<file path="config.mk">
export PLATFORM = sky130hd
export DESIGN_NAME = hpcb_host_port
export DESIGN_NICKNAME = d
export VERILOG_FILES = /design/src/hdl/hpcb_pkg.sv /design/src/hdl/hpcb_sync.sv /design/src/hdl/hpcb_baud_gen.sv /design/src/hdl/hpcb_host_port.sv
export SDC_FILE = /design/constraint.sdc
export NUM_CORES = 1
export LEC_CHECK = 0
export BUFFER_PORTS_ARGS = -buffer_cell sky130_fd_sc_hd__buf_4
export CAP_MARGIN = 10
export CORE_MARGIN = 2
export CORE_UTILIZATION = 55
export CTS_CLUSTER_DIAMETER = 40
export DETAILED_ROUTE_END_ITERATION = 12
export GPL_TIMING_DRIVEN = 0
export HOLD_SLACK_MARGIN = 0.08
export PLACE_DENSITY = 0.8
export SYNTH_ARGS = -nofsm -noshare
export SYNTH_HDL_FRONTEND = slang
export SYNTH_SLANG_ARGS = --single-unit
</file>
<file path="constraint.sdc">
create_clock -name i_mclk -period 4.1 [get_ports i_mclk]
set_input_delay 0.82 -clock i_mclk [delete_from_list [all_inputs] [get_ports i_mclk]]
set_output_delay 0.82 -clock i_mclk [all_outputs]
set_load 0.05 [all_outputs]
</file>
<file path="src/hdl/hpcb_pkg.sv">
// Purpose: shared constants and types of the host port and clock/baud configuration block
// Assumes: 8-bit register map, offsets are byte addresses of the host port
// Notes:   clock source bit positions and reset values live here only
package hpcb_pkg;
    localparam logic [7:0] ADDR_FIFO   = 8'h00;
    localparam logic [7:0] ADDR_DIV_LO = 8'h1C;
    localparam logic [7:0] ADDR_DIV_HI = 8'h1D;
    localparam logic [7:0] ADDR_CSRC   = 8'h1E;
    localparam logic [7:0] ADDR_REV    = 8'h1F;
    localparam logic [7:0] ADDR_LAST   = 8'h1F;

    localparam logic [7:0] RST_DIV_LO  = 8'h01;
    localparam logic [7:0] RST_DIV_HI  = 8'h00;
    localparam logic [7:0] RST_CSRC    = 8'h08;
    localparam logic [7:0] CSRC_MASK   = 8'h9F;

    localparam int CSRC_CLK_PIN  = 7;
    localparam int CSRC_EXT_SRC  = 4;
    localparam int CSRC_BYPASS   = 3;
    localparam int CSRC_MUL_EN   = 2;
    localparam int CSRC_XTAL_EN  = 1;
    localparam int CSRC_OSC_EN   = 0;

    localparam int SPI_WRITE_BIT = 7;

    localparam logic [4:0] TPB_16X = 5'h10;
    localparam logic [4:0] TPB_8X  = 5'h08;
    localparam logic [4:0] TPB_4X  = 5'h04;

    localparam logic [7:0] PINS_IDLE = 8'h2C;

    localparam int MCLK_PERIOD_NS   = 40;
    localparam int FM_SCL_PERIOD_NS = 2500;
    localparam int FM_SCL_HALF_CYC  = FM_SCL_PERIOD_NS / 2 / MCLK_PERIOD_NS;
    localparam int EDGE_LATENCY_CYC = 3;

    typedef enum logic [5:0] {
        I2C_IDLE = 6'h01,
        I2C_DEV  = 6'h02,
        I2C_REG  = 6'h04,
        I2C_WR   = 6'h08,
        I2C_RD   = 6'h10,
        I2C_IGN  = 6'h20
    } hpcb_i2c_state_type;
endpackage

</file>
<file path="src/hdl/hpcb_sync.sv">
// Purpose: two flip-flop synchroniser for pins from outside the clock domain
// Assumes: i_mclk is the only clock
// Notes:   only the second stage may be read by other logic
`timescale 1ns/1ps
module hpcb_sync #(
    parameter int               WIDTH     = 1,
    parameter logic [WIDTH-1:0] RESET_VAL = '0
) (
    input  wire logic             i_mclk,
    input  wire logic             i_rst_n,
    input  wire logic [WIDTH-1:0] i_async,
    output logic      [WIDTH-1:0] o_sync
);
    logic [WIDTH-1:0] meta;

    if (WIDTH < 1) begin : g_chk
        $error("hpcb_sync needs at least one bit");
    end

    always_ff @(posedge i_mclk) begin
        if (!i_rst_n) begin
            meta   <= RESET_VAL;
            o_sync <= RESET_VAL;
        end else begin
            meta   <= i_async;
            o_sync <= meta;
        end
    end
endmodule

</file>
<file path="src/hdl/hpcb_baud_gen.sv">
// Purpose: integer baud divider, 16x, 8x or 4x sample tick, baud clock and per-bit tick
// Assumes: divisor of zero is treated as one
// Notes:   clock output toggles on each sample tick
`timescale 1ns/1ps
module hpcb_baud_gen #(
    parameter int DIV_W = 16
) (
    input  wire logic             i_mclk,
    input  wire logic             i_rst_n,
    input  wire logic [DIV_W-1:0] i_divisor,
    input  wire logic             i_double_rate_select,
    input  wire logic             i_quadruple_rate_select,
    output logic                  o_baud_clk,
    output logic                  o_baud_tick
);
    logic [DIV_W-1:0] cnt;
    logic [4:0]       sub;
    logic             tick;

    if (DIV_W < 2) begin : g_chk
        $error("hpcb_baud_gen divisor too narrow");
    end

    // quadruple wins when both rate select inputs are high
    wire [4:0] ticks_per_bit = i_quadruple_rate_select ? hpcb_pkg::TPB_4X :
                               i_double_rate_select    ? hpcb_pkg::TPB_8X : hpcb_pkg::TPB_16X;
    wire [DIV_W-1:0] last = (i_divisor == '0) ? '0 : i_divisor - 1'b1;
    wire             wrap = (cnt >= last);

    always_ff @(posedge i_mclk) begin
        if (!i_rst_n) begin
            cnt         <= '0;
            sub         <= 5'h00;
            tick        <= 1'b0;
            o_baud_clk  <= 1'b0;
            o_baud_tick <= 1'b0;
        end else begin
            cnt         <= wrap ? '0 : cnt + 1'b1;
            tick        <= wrap;
            o_baud_tick <= 1'b0;
            if (tick) begin
                o_baud_clk <= ~o_baud_clk;
                sub        <= (sub >= ticks_per_bit - 5'h01) ? 5'h00 : sub + 5'h01;
                o_baud_tick <= (sub >= ticks_per_bit - 5'h01);
            end
        end
    end
endmodule

</file>
<file path="src/hdl/hpcb_host_port.sv">
// Purpose: SPI or I2C host port with register access, clock source and baud divisor regs
// Assumes: rest of the map (0x00..0x1B) lives outside, reached through the ext port
// Notes:   pins pass two flip-flops; link edges are found by sampling on i_mclk
`timescale 1ns/1ps
module hpcb_host_port #(
    parameter logic [4:0] I2C_ADDR_PREFIX = 5'h13, // arbitrary value
    parameter logic [7:0] REVISION        = 8'h3C  // arbitrary value
) (
    input  wire logic        i_mclk,
    input  wire logic        i_rst_n,
    input  wire logic        i_spi_select,
    input  wire logic        i_spi_sclk,
    input  wire logic        i_spi_cs_n,
    input  wire logic        i_spi_mosi,
    output logic             o_spi_miso,
    input  wire logic        i_scl,
    input  wire logic        i_sda,
    output logic             o_sda,
    output logic             o_sda_oe_n,
    input  wire logic        i_addr_strap_high,
    input  wire logic        i_addr_strap_low,
    input  wire logic        i_rts_flow,
    input  wire logic        i_double_rate_select,
    input  wire logic        i_quadruple_rate_select,
    input  wire logic [7:0]  i_ext_rdata,
    output logic             o_ext_wr,
    output logic             o_ext_rd,
    output logic [7:0]       o_ext_addr,
    output logic [7:0]       o_ext_wdata,
    output logic [15:0]      o_baud_divisor,
    output logic             o_baud_tick,
    output logic             o_request_or_clock_out_pin,
    output logic             o_external_source_sel,
    output logic             o_multiplier_bypass,
    output logic             o_multiplier_enable,
    output logic             o_crystal_osc_enable,
    output logic             o_internal_osc_enable
);
    // twice the sync latency must fit in half a fast-mode clock
    if (hpcb_pkg::FM_SCL_HALF_CYC < 2 * hpcb_pkg::EDGE_LATENCY_CYC) begin : g_chk
        $error("clock too slow for fast-mode I2C");
    end

    function automatic logic [7:0] addr_step(input logic [7:0] a, input logic fixed);
        addr_step = fixed ? a : {3'b000, a[4:0] + 5'h01};
    endfunction

    logic [7:0] pins_s;
    logic       sel_spi_s;
    logic       sclk_s;
    logic       cs_n_s;
    logic       mosi_s;
    logic       scl_s;
    logic       sda_s;
    logic       strap_hi_s;
    logic       strap_lo_s;
    logic       sclk_d;
    logic       scl_d;
    logic       sda_d;
    logic       baud_clk;

    hpcb_sync #(.WIDTH(8), .RESET_VAL(hpcb_pkg::PINS_IDLE)) u_sync (
        .i_mclk  (i_mclk),
        .i_rst_n (i_rst_n),
        .i_async ({i_spi_select, i_spi_sclk, i_spi_cs_n, i_spi_mosi,
                   i_scl, i_sda, i_addr_strap_high, i_addr_strap_low}),
        .o_sync  (pins_s)
    );

    assign {sel_spi_s, sclk_s, cs_n_s, mosi_s, scl_s, sda_s, strap_hi_s, strap_lo_s} = pins_s;

    always_ff @(posedge i_mclk) begin
        if (!i_rst_n) begin
            sclk_d <= 1'b0;
            scl_d  <= 1'b1;
            sda_d  <= 1'b1;
        end else begin
            sclk_d <= sclk_s;
            scl_d  <= scl_s;
            sda_d  <= sda_s;
        end
    end

    // port choice follows the select pin level
    wire sclk_rise = sel_spi_s & ~cs_n_s & sclk_s & ~sclk_d;
    wire sclk_fall = sel_spi_s & ~cs_n_s & ~sclk_s & sclk_d;
    wire scl_rise  = ~sel_spi_s & scl_s & ~scl_d;
    wire scl_fall  = ~sel_spi_s & ~scl_s & scl_d;
    wire i2c_start = ~sel_spi_s & scl_s & scl_d & sda_d & ~sda_s;
    wire i2c_stop  = ~sel_spi_s & scl_s & scl_d & ~sda_d & sda_s;

    // ---------------- SPI ----------------
    logic [2:0] spi_cnt;
    logic [7:0] spi_rx;
    logic [7:0] spi_tx;
    logic [7:0] spi_addr;
    logic       spi_have_cmd;
    logic       spi_is_wr;
    logic       spi_fixed;

    wire [7:0] spi_byte    = {spi_rx[6:0], mosi_s};
    wire       spi_done    = sclk_rise & (spi_cnt == 3'h7);
    wire       spi_cmd_ev  = spi_done & ~spi_have_cmd;
    wire       spi_data_ev = spi_done & spi_have_cmd;
    wire       spi_wr_ev   = spi_data_ev & spi_is_wr;
    wire       spi_rd_ev   = spi_data_ev & ~spi_is_wr;
    wire       spi_load    = sclk_fall & (spi_cnt == 3'h0) & spi_have_cmd & ~spi_is_wr;

    logic [7:0] rd_data;

    always_ff @(posedge i_mclk) begin
        if (!i_rst_n || cs_n_s) begin
            spi_cnt      <= 3'h0;
            spi_rx       <= 8'h00;
            spi_tx       <= 8'h00;
            spi_have_cmd <= 1'b0;
            spi_is_wr    <= 1'b0;
            spi_fixed    <= 1'b0;
            o_spi_miso   <= 1'b0;
        end else begin
            if (sclk_rise) begin
                spi_rx  <= spi_byte;
                spi_cnt <= spi_cnt + 3'h1;
            end
            if (spi_cmd_ev) begin
                spi_have_cmd <= 1'b1;
                spi_is_wr    <= spi_byte[hpcb_pkg::SPI_WRITE_BIT];
                spi_fixed    <= ({3'b000, spi_byte[4:0]} == hpcb_pkg::ADDR_FIFO);
            end
            if (spi_load) begin
                o_spi_miso <= rd_data[7];
                spi_tx     <= {rd_data[6:0], 1'b0};
            end else if (sclk_fall) begin
                o_spi_miso <= spi_tx[7];
                spi_tx     <= {spi_tx[6:0], 1'b0};
            end
        end
    end

    always_ff @(posedge i_mclk) begin
        if (!i_rst_n) begin
            spi_addr <= 8'h00;
        end else if (spi_cmd_ev) begin
            spi_addr <= {3'b000, spi_byte[4:0]};
        end else if (spi_data_ev) begin
            spi_addr <= addr_step(spi_addr, spi_fixed);
        end
    end

    // ---------------- I2C ----------------
    hpcb_pkg::hpcb_i2c_state_type i2c_state;
    logic [3:0] i2c_cnt;
    logic [7:0] i2c_sh;
    logic [7:0] i2c_tx;
    logic [7:0] i2c_addr;
    logic       i2c_fixed;
    logic       i2c_ack_on;

    wire i2c_rx_st  = (i2c_state == hpcb_pkg::I2C_DEV) | (i2c_state == hpcb_pkg::I2C_REG) |
                      (i2c_state == hpcb_pkg::I2C_WR);
    wire dev_match  = (i2c_sh[7:1] == {I2C_ADDR_PREFIX, strap_hi_s, strap_lo_s});
    wire reg_valid  = (i2c_sh <= hpcb_pkg::ADDR_LAST);
    wire i2c_decide = scl_fall & (i2c_cnt == 4'h8) & i2c_rx_st & ~i2c_ack_on;
    wire i2c_ack_ok = ((i2c_state == hpcb_pkg::I2C_DEV) & dev_match) |
                      ((i2c_state == hpcb_pkg::I2C_REG) & reg_valid) |
                      (i2c_state == hpcb_pkg::I2C_WR);
    wire i2c_wr_ev  = i2c_decide & (i2c_state == hpcb_pkg::I2C_WR);
    wire i2c_mack   = scl_rise & (i2c_cnt == 4'h8) & ~i2c_ack_on &
                      (i2c_state == hpcb_pkg::I2C_RD);
    wire i2c_rd_st  = (i2c_state == hpcb_pkg::I2C_RD);

    always_ff @(posedge i_mclk) begin
        o_sda <= 1'b0;
        if (!i_rst_n) begin
            i2c_state  <= hpcb_pkg::I2C_IDLE;
            i2c_cnt    <= 4'h0;
            i2c_sh     <= 8'h00;
            i2c_tx     <= 8'h00;
            i2c_ack_on <= 1'b0;
            o_sda_oe_n <= 1'b1;
        end else if (i2c_start || i2c_stop) begin
            i2c_state  <= i2c_start ? hpcb_pkg::I2C_DEV : hpcb_pkg::I2C_IDLE;
            i2c_cnt    <= 4'h0;
            i2c_ack_on <= 1'b0;
            o_sda_oe_n <= 1'b1;
        end else begin
            if (scl_rise) begin
                if (i2c_cnt != 4'h8) begin
                    i2c_sh  <= {i2c_sh[6:0], sda_s};
                    i2c_cnt <= i2c_cnt + 4'h1;
                end else if (i2c_ack_on) begin
                    i2c_cnt <= 4'h0;
                end else if (i2c_rd_st) begin
                    // master nack ends the read burst
                    i2c_cnt <= 4'h0;
                    if (sda_s) begin
                        i2c_state <= hpcb_pkg::I2C_IGN;
                    end
                end
            end
            if (i2c_decide) begin
                i2c_ack_on <= i2c_ack_ok;
                o_sda_oe_n <= ~i2c_ack_ok;
                case (i2c_state)
                    hpcb_pkg::I2C_DEV: begin
                        i2c_state <= ~dev_match ? hpcb_pkg::I2C_IGN :
                                     i2c_sh[0] ? hpcb_pkg::I2C_RD : hpcb_pkg::I2C_REG;
                    end
                    hpcb_pkg::I2C_REG: begin
                        i2c_state <= reg_valid ? hpcb_pkg::I2C_WR : hpcb_pkg::I2C_IGN;
                    end
                    default: begin
                        i2c_state <= i2c_state;
                    end
                endcase
            end else if (scl_fall) begin
                if (i2c_ack_on) begin
                    i2c_ack_on <= 1'b0;
                    o_sda_oe_n <= 1'b1;
                end
                if (i2c_rd_st && i2c_cnt == 4'h0) begin
                    o_sda_oe_n <= rd_data[7];
                    i2c_tx     <= {rd_data[6:0], 1'b1};
                end else if (i2c_rd_st) begin
                    o_sda_oe_n <= (i2c_cnt == 4'h8) ? 1'b1 : i2c_tx[7];
                    i2c_tx     <= {i2c_tx[6:0], 1'b1};
                end
            end
        end
    end

    always_ff @(posedge i_mclk) begin
        if (!i_rst_n) begin
            i2c_addr  <= 8'h00;
            i2c_fixed <= 1'b0;
        end else if (i2c_decide && i2c_state == hpcb_pkg::I2C_REG) begin
            i2c_addr  <= i2c_sh;
            i2c_fixed <= (i2c_sh == hpcb_pkg::ADDR_FIFO);
        end else if (i2c_wr_ev || i2c_mack) begin
            i2c_addr <= addr_step(i2c_addr, i2c_fixed);
        end
    end

    // ---------------- registers ----------------
    logic [7:0] div_lo;
    logic [7:0] div_hi;
    logic [7:0] csrc;

    wire [7:0] cur_addr  = sel_spi_s ? spi_addr : i2c_addr;
    wire [7:0] cur_wdata = spi_wr_ev ? spi_byte : i2c_sh;
    wire       wr_ev     = spi_wr_ev | i2c_wr_ev;
    wire       rd_ev     = spi_rd_ev | i2c_mack;
    wire       ext_sel   = (cur_addr < hpcb_pkg::ADDR_DIV_LO);

    assign rd_data = (o_ext_addr == hpcb_pkg::ADDR_DIV_LO) ? div_lo :
                     (o_ext_addr == hpcb_pkg::ADDR_DIV_HI) ? div_hi :
                     (o_ext_addr == hpcb_pkg::ADDR_CSRC)   ? csrc   :
                     (o_ext_addr == hpcb_pkg::ADDR_REV)    ? REVISION : i_ext_rdata;

    always_ff @(posedge i_mclk) begin
        if (!i_rst_n) begin
            div_lo <= hpcb_pkg::RST_DIV_LO;
            div_hi <= hpcb_pkg::RST_DIV_HI;
            csrc   <= hpcb_pkg::RST_CSRC;
        end else if (wr_ev) begin
            case (cur_addr)
                hpcb_pkg::ADDR_DIV_LO: div_lo <= cur_wdata;
                hpcb_pkg::ADDR_DIV_HI: div_hi <= cur_wdata;
                hpcb_pkg::ADDR_CSRC:   csrc   <= cur_wdata & hpcb_pkg::CSRC_MASK;
                default:               csrc   <= csrc;
            endcase
        end
    end

    always_ff @(posedge i_mclk) begin
        if (!i_rst_n) begin
            o_ext_wr    <= 1'b0;
            o_ext_rd    <= 1'b0;
            o_ext_addr  <= 8'h00;
            o_ext_wdata <= 8'h00;
            o_request_or_clock_out_pin <= 1'b0;
        end else begin
            o_ext_wr    <= wr_ev & ext_sel;
            o_ext_rd    <= rd_ev & ext_sel;
            o_ext_addr  <= cur_addr;
            o_ext_wdata <= cur_wdata;
            // baud clock replaces the flow signal on the shared pin
            o_request_or_clock_out_pin <= csrc[hpcb_pkg::CSRC_CLK_PIN] ? baud_clk : i_rts_flow;
        end
    end

    assign o_baud_divisor        = {div_hi, div_lo};
    assign o_external_source_sel = csrc[hpcb_pkg::CSRC_EXT_SRC];
    assign o_multiplier_bypass   = csrc[hpcb_pkg::CSRC_BYPASS];
    assign o_multiplier_enable   = csrc[hpcb_pkg::CSRC_MUL_EN];
    assign o_crystal_osc_enable  = csrc[hpcb_pkg::CSRC_XTAL_EN];
    assign o_internal_osc_enable = csrc[hpcb_pkg::CSRC_OSC_EN];

    // divisor of zero is run as one, the host must not rely on it
    hpcb_baud_gen #(.DIV_W(16)) u_baud (
        .i_mclk                  (i_mclk),
        .i_rst_n                 (i_rst_n),
        .i_divisor               ({div_hi, div_lo}),
        .i_double_rate_select    (i_double_rate_select),
        .i_quadruple_rate_select (i_quadruple_rate_select),
        .o_baud_clk              (baud_clk),
        .o_baud_tick             (o_baud_tick)
    );
endmodule

</file>
==> results.md <==
* Top post-synthesis cells by area: dfxtp_1 42%, ha_1 5.2%, nand2_1 5.1%, nor2_1 4.6%, a21oi_1 4.2%
* FP Rows at 41
* Synth Flop Type: dfxtp_1
* Hold WS at 0.404 ns
* Clock Tree Buf Depth at 2
* Largest net degree at the start of global routing at 17
* Worst-Skew Late Latency at 0.43 ns
* CTS tree: done
* Crit path DAT at 4.03 ns
* Worst-path clk slew at 0.06 ns
* Vias in the first global route at 5,611
* DRC Markers at 0
* Overflow after GRT at 0
* Synth cell types at 65
* Fin crit share at 91.2%
* Yosys warns at 0
* Peak VDD IR at 0.364 mV
* Seq cells post-synth at 147
* HPWL after DPL at 12.9 mm
* Post-CTS setup buffer count at 0
* Worst Hold Class: reg2reg
* Pin slew with the least headroom to its limit at 0.678 ns
* Die Span X at 116 microns
* GRT Resource Usage Total at 27.1%
* Largest register FFs at 16
* Routed WL at 17.9 mm
* # IOs at 65
* Post-Layout Cell Count at 1,082
* Fin crit period at 3.74 ns
* Synth Cell Area at 0.00695 sq mm
* Initial antenna violation count at 0
* Crit end category: flip-flop
* Synthesized Nets at 869
* H-tree depth at 4
* Vias/cell at 5.72
* IO buf count at 62
* Post-synth ARST share at 0%
* Detailed-route wire length per cell at 16.5 microns
* GRT met2 Usage at 45.4%
* Final Hold Viols at 0
* Clk sink count at 147
* Setup CP Type: reg2reg
* Share of cells above drive strength 1 at 12.7%
* P&R area growth vs syn at 18.2%
* Slew Limit Fails at 0
* Crit Path Max Fanout at 10
* GR met1 Demand/Resource at 35.2%
* # nets final at 950
* Initial Utilization at 55.8%
* Peak Freq at 267 MHz
* Power Total at 3.09 mW
* First-pass GRT wire length at 28.3 mm
* Layout Skew at 0.00973 ns
* Post-synth EDFFs at 0
* GR Layer Usage met3 at 5.55%
* Worst Setup Start Kind: flip-flop
* Full die area at 0.0136 sq mm
* Biggest register: u_baud.cnt
* PwrDens at 376 mW/mm^2
* Top Usage Layer GRT: met2
* Cts bufs inserted at 17
* RSZ-0062 raised after global routing: false
* Sequential share of the synthesized area at 42.3%
* Routability cong. at 0.918
* WP data required at 4.39 ns
* Post-placement cell count at 1,053
* Avg Cell Area, Syn at 8.49 sq um
* Reg-to-reg slack, setup at 0.36 ns
* Setup TNS at 0 ns
* ANT cells at 0
* Area leader, netlist: dfxtp_1
* Cells after Synth at 819
* Worst slew margin at 54.8%
* DR iter-0 viols at 612
* Final Util at 65.9%
* Leakage at 3.26 nW
* Drt pass-1 iters at 5
* Core Area at 0.0125 sq mm
* # setup viols final at 0
* Root Driver: clkbuf_16
* Max cap viols at 0
* Post-route ant nets at 0
* Status: complete, no violations
* Synth top area share at 42.3%
* Vias at 6,193
* Die H at 116 microns
==> kinds of logic after synthesis <==
| kind of cell | Yosys count | share of synthesized area [%] |
|---|---|---|
| other | 1 | 0.0540 |
| and+or+nand+nor | 357 | 26.0 |
| xor gates and xnor gates | 36 | 4.54 |
| muxes | 30 | 4.52 |
| AOI/OAI and AO/OA | 162 | 14.2 |
| DFF | 147 | 42.3 |
| adders and majority gates | 29 | 5.22 |
| buffers and inverters | 57 | 3.20 |
==> Yosys cell counts, types with 6 or more instances <==
library cell    n
a21o_1          8
a21oi_1        59
a31oi_1         6
and2_1         18
and3_1          9
clkbuf_1       29
dfxtp_1       147
ha_1           29
inv_1          17
mux2_2          8
mux2i_1        19
nand2_1        95
nand2b_1       14
nand3_1        59
nand3b_1        7
nand4_1        12
nor2_1         86
nor2b_1         7
nor3_1         15
o211ai_1        7
o21ai_0        13
o21ai_1        32
xnor2_1        15
xor2_1         21
==> final timing paths <==
path,from,endpoint,cells past startpoint
min reg2reg,u_sync.meta[2],u_sync.o_sync[2],1
max,div_hi[2],u_baud.cnt[9],13
max reg2reg,div_hi[2],u_baud.cnt[9],13
min,u_sync.meta[2],u_sync.o_sync[2],1
==> metrics by stage <==
| step | area [sq um] | setup WS (ns) |
|---|---|---|
| 6_report | 8220 | 0.359 |
| 5_1_grt | 8220 | 0.00775 |
| 4_1_cts | 8210 | 0.308 |
| 3_5_place_dp | 7630 | 0.366 |
| 3_3_place_gp | 7630 | 0.406 |
| 2_1_floorplan | 6950 | 0.628 |
==> critical path, stage by stage, from the launching register on <==
cell	delay [ns]
dfxtp_1	0.30
clkbuf_1	0.18
or4_1	0.60
or3_1	0.36
clkbuf_1	0.19
and2_1	0.20
ha_1	0.26
nand2b_1	0.09
a21o_1	0.11
a31oi_1	0.08
o211a_1	0.22
o211ai_1	0.48
clkbuf_1	0.44
nor2_1	0.10
==> layout by cell type, fill, tap and decap left out, types with 13 or more instances in the layout <==
cell	n
a21oi_1	59
and2_1	18
buf_4	63
clkbuf_1	32
clkbuf_16	17
dfxtp_1	147
ha_1	29
inv_1	17
mux2i_1	19
nand2_1	95
nand2b_1	14
nand3_1	59
nor2_1	86
nor3_1	15
o21ai_0	13
o21ai_1	32
xnor2_1	15
xor2_1	21
==> per-layer routing <==
layer | routed length (microns) | part of all wire [%]
met5 | 0 | 0
met4 | 312 | 1.7
met3 | 1130 | 6.3
met2 | 8730 | 49
met1 | 7690 | 43
==> area by class of cell <==
class	count	area (sq um)
Fill cell	1052	4250
Multi-Input combinational cell	615	3790
Sequential cell	147	2940
Clock buffer	25	505
Timing Repair Buffer	62	465
Tap cell	172	215
Buffer	37	148
Inverter	20	75.1
Clock inverter	4	72.6
==> report_power, final <==
part	total (mW)	switching [mW]	internal (mW)
clock network	1.53	0.568	0.966
logic	0.0993	0.0605	0.0388
registers	1.46	0.0143	1.44
total	3.09	0.643	2.45
==> timing repair <==
item / 4_1_cts / 5_1_grt
hold buffers: 0 / 0
resized for setup: 0 / 1
setup endpoints to repair: 0 / 10
hold endpoints to repair: 0 / 0
No activity file was read; power rests on OpenSTA's default activity.
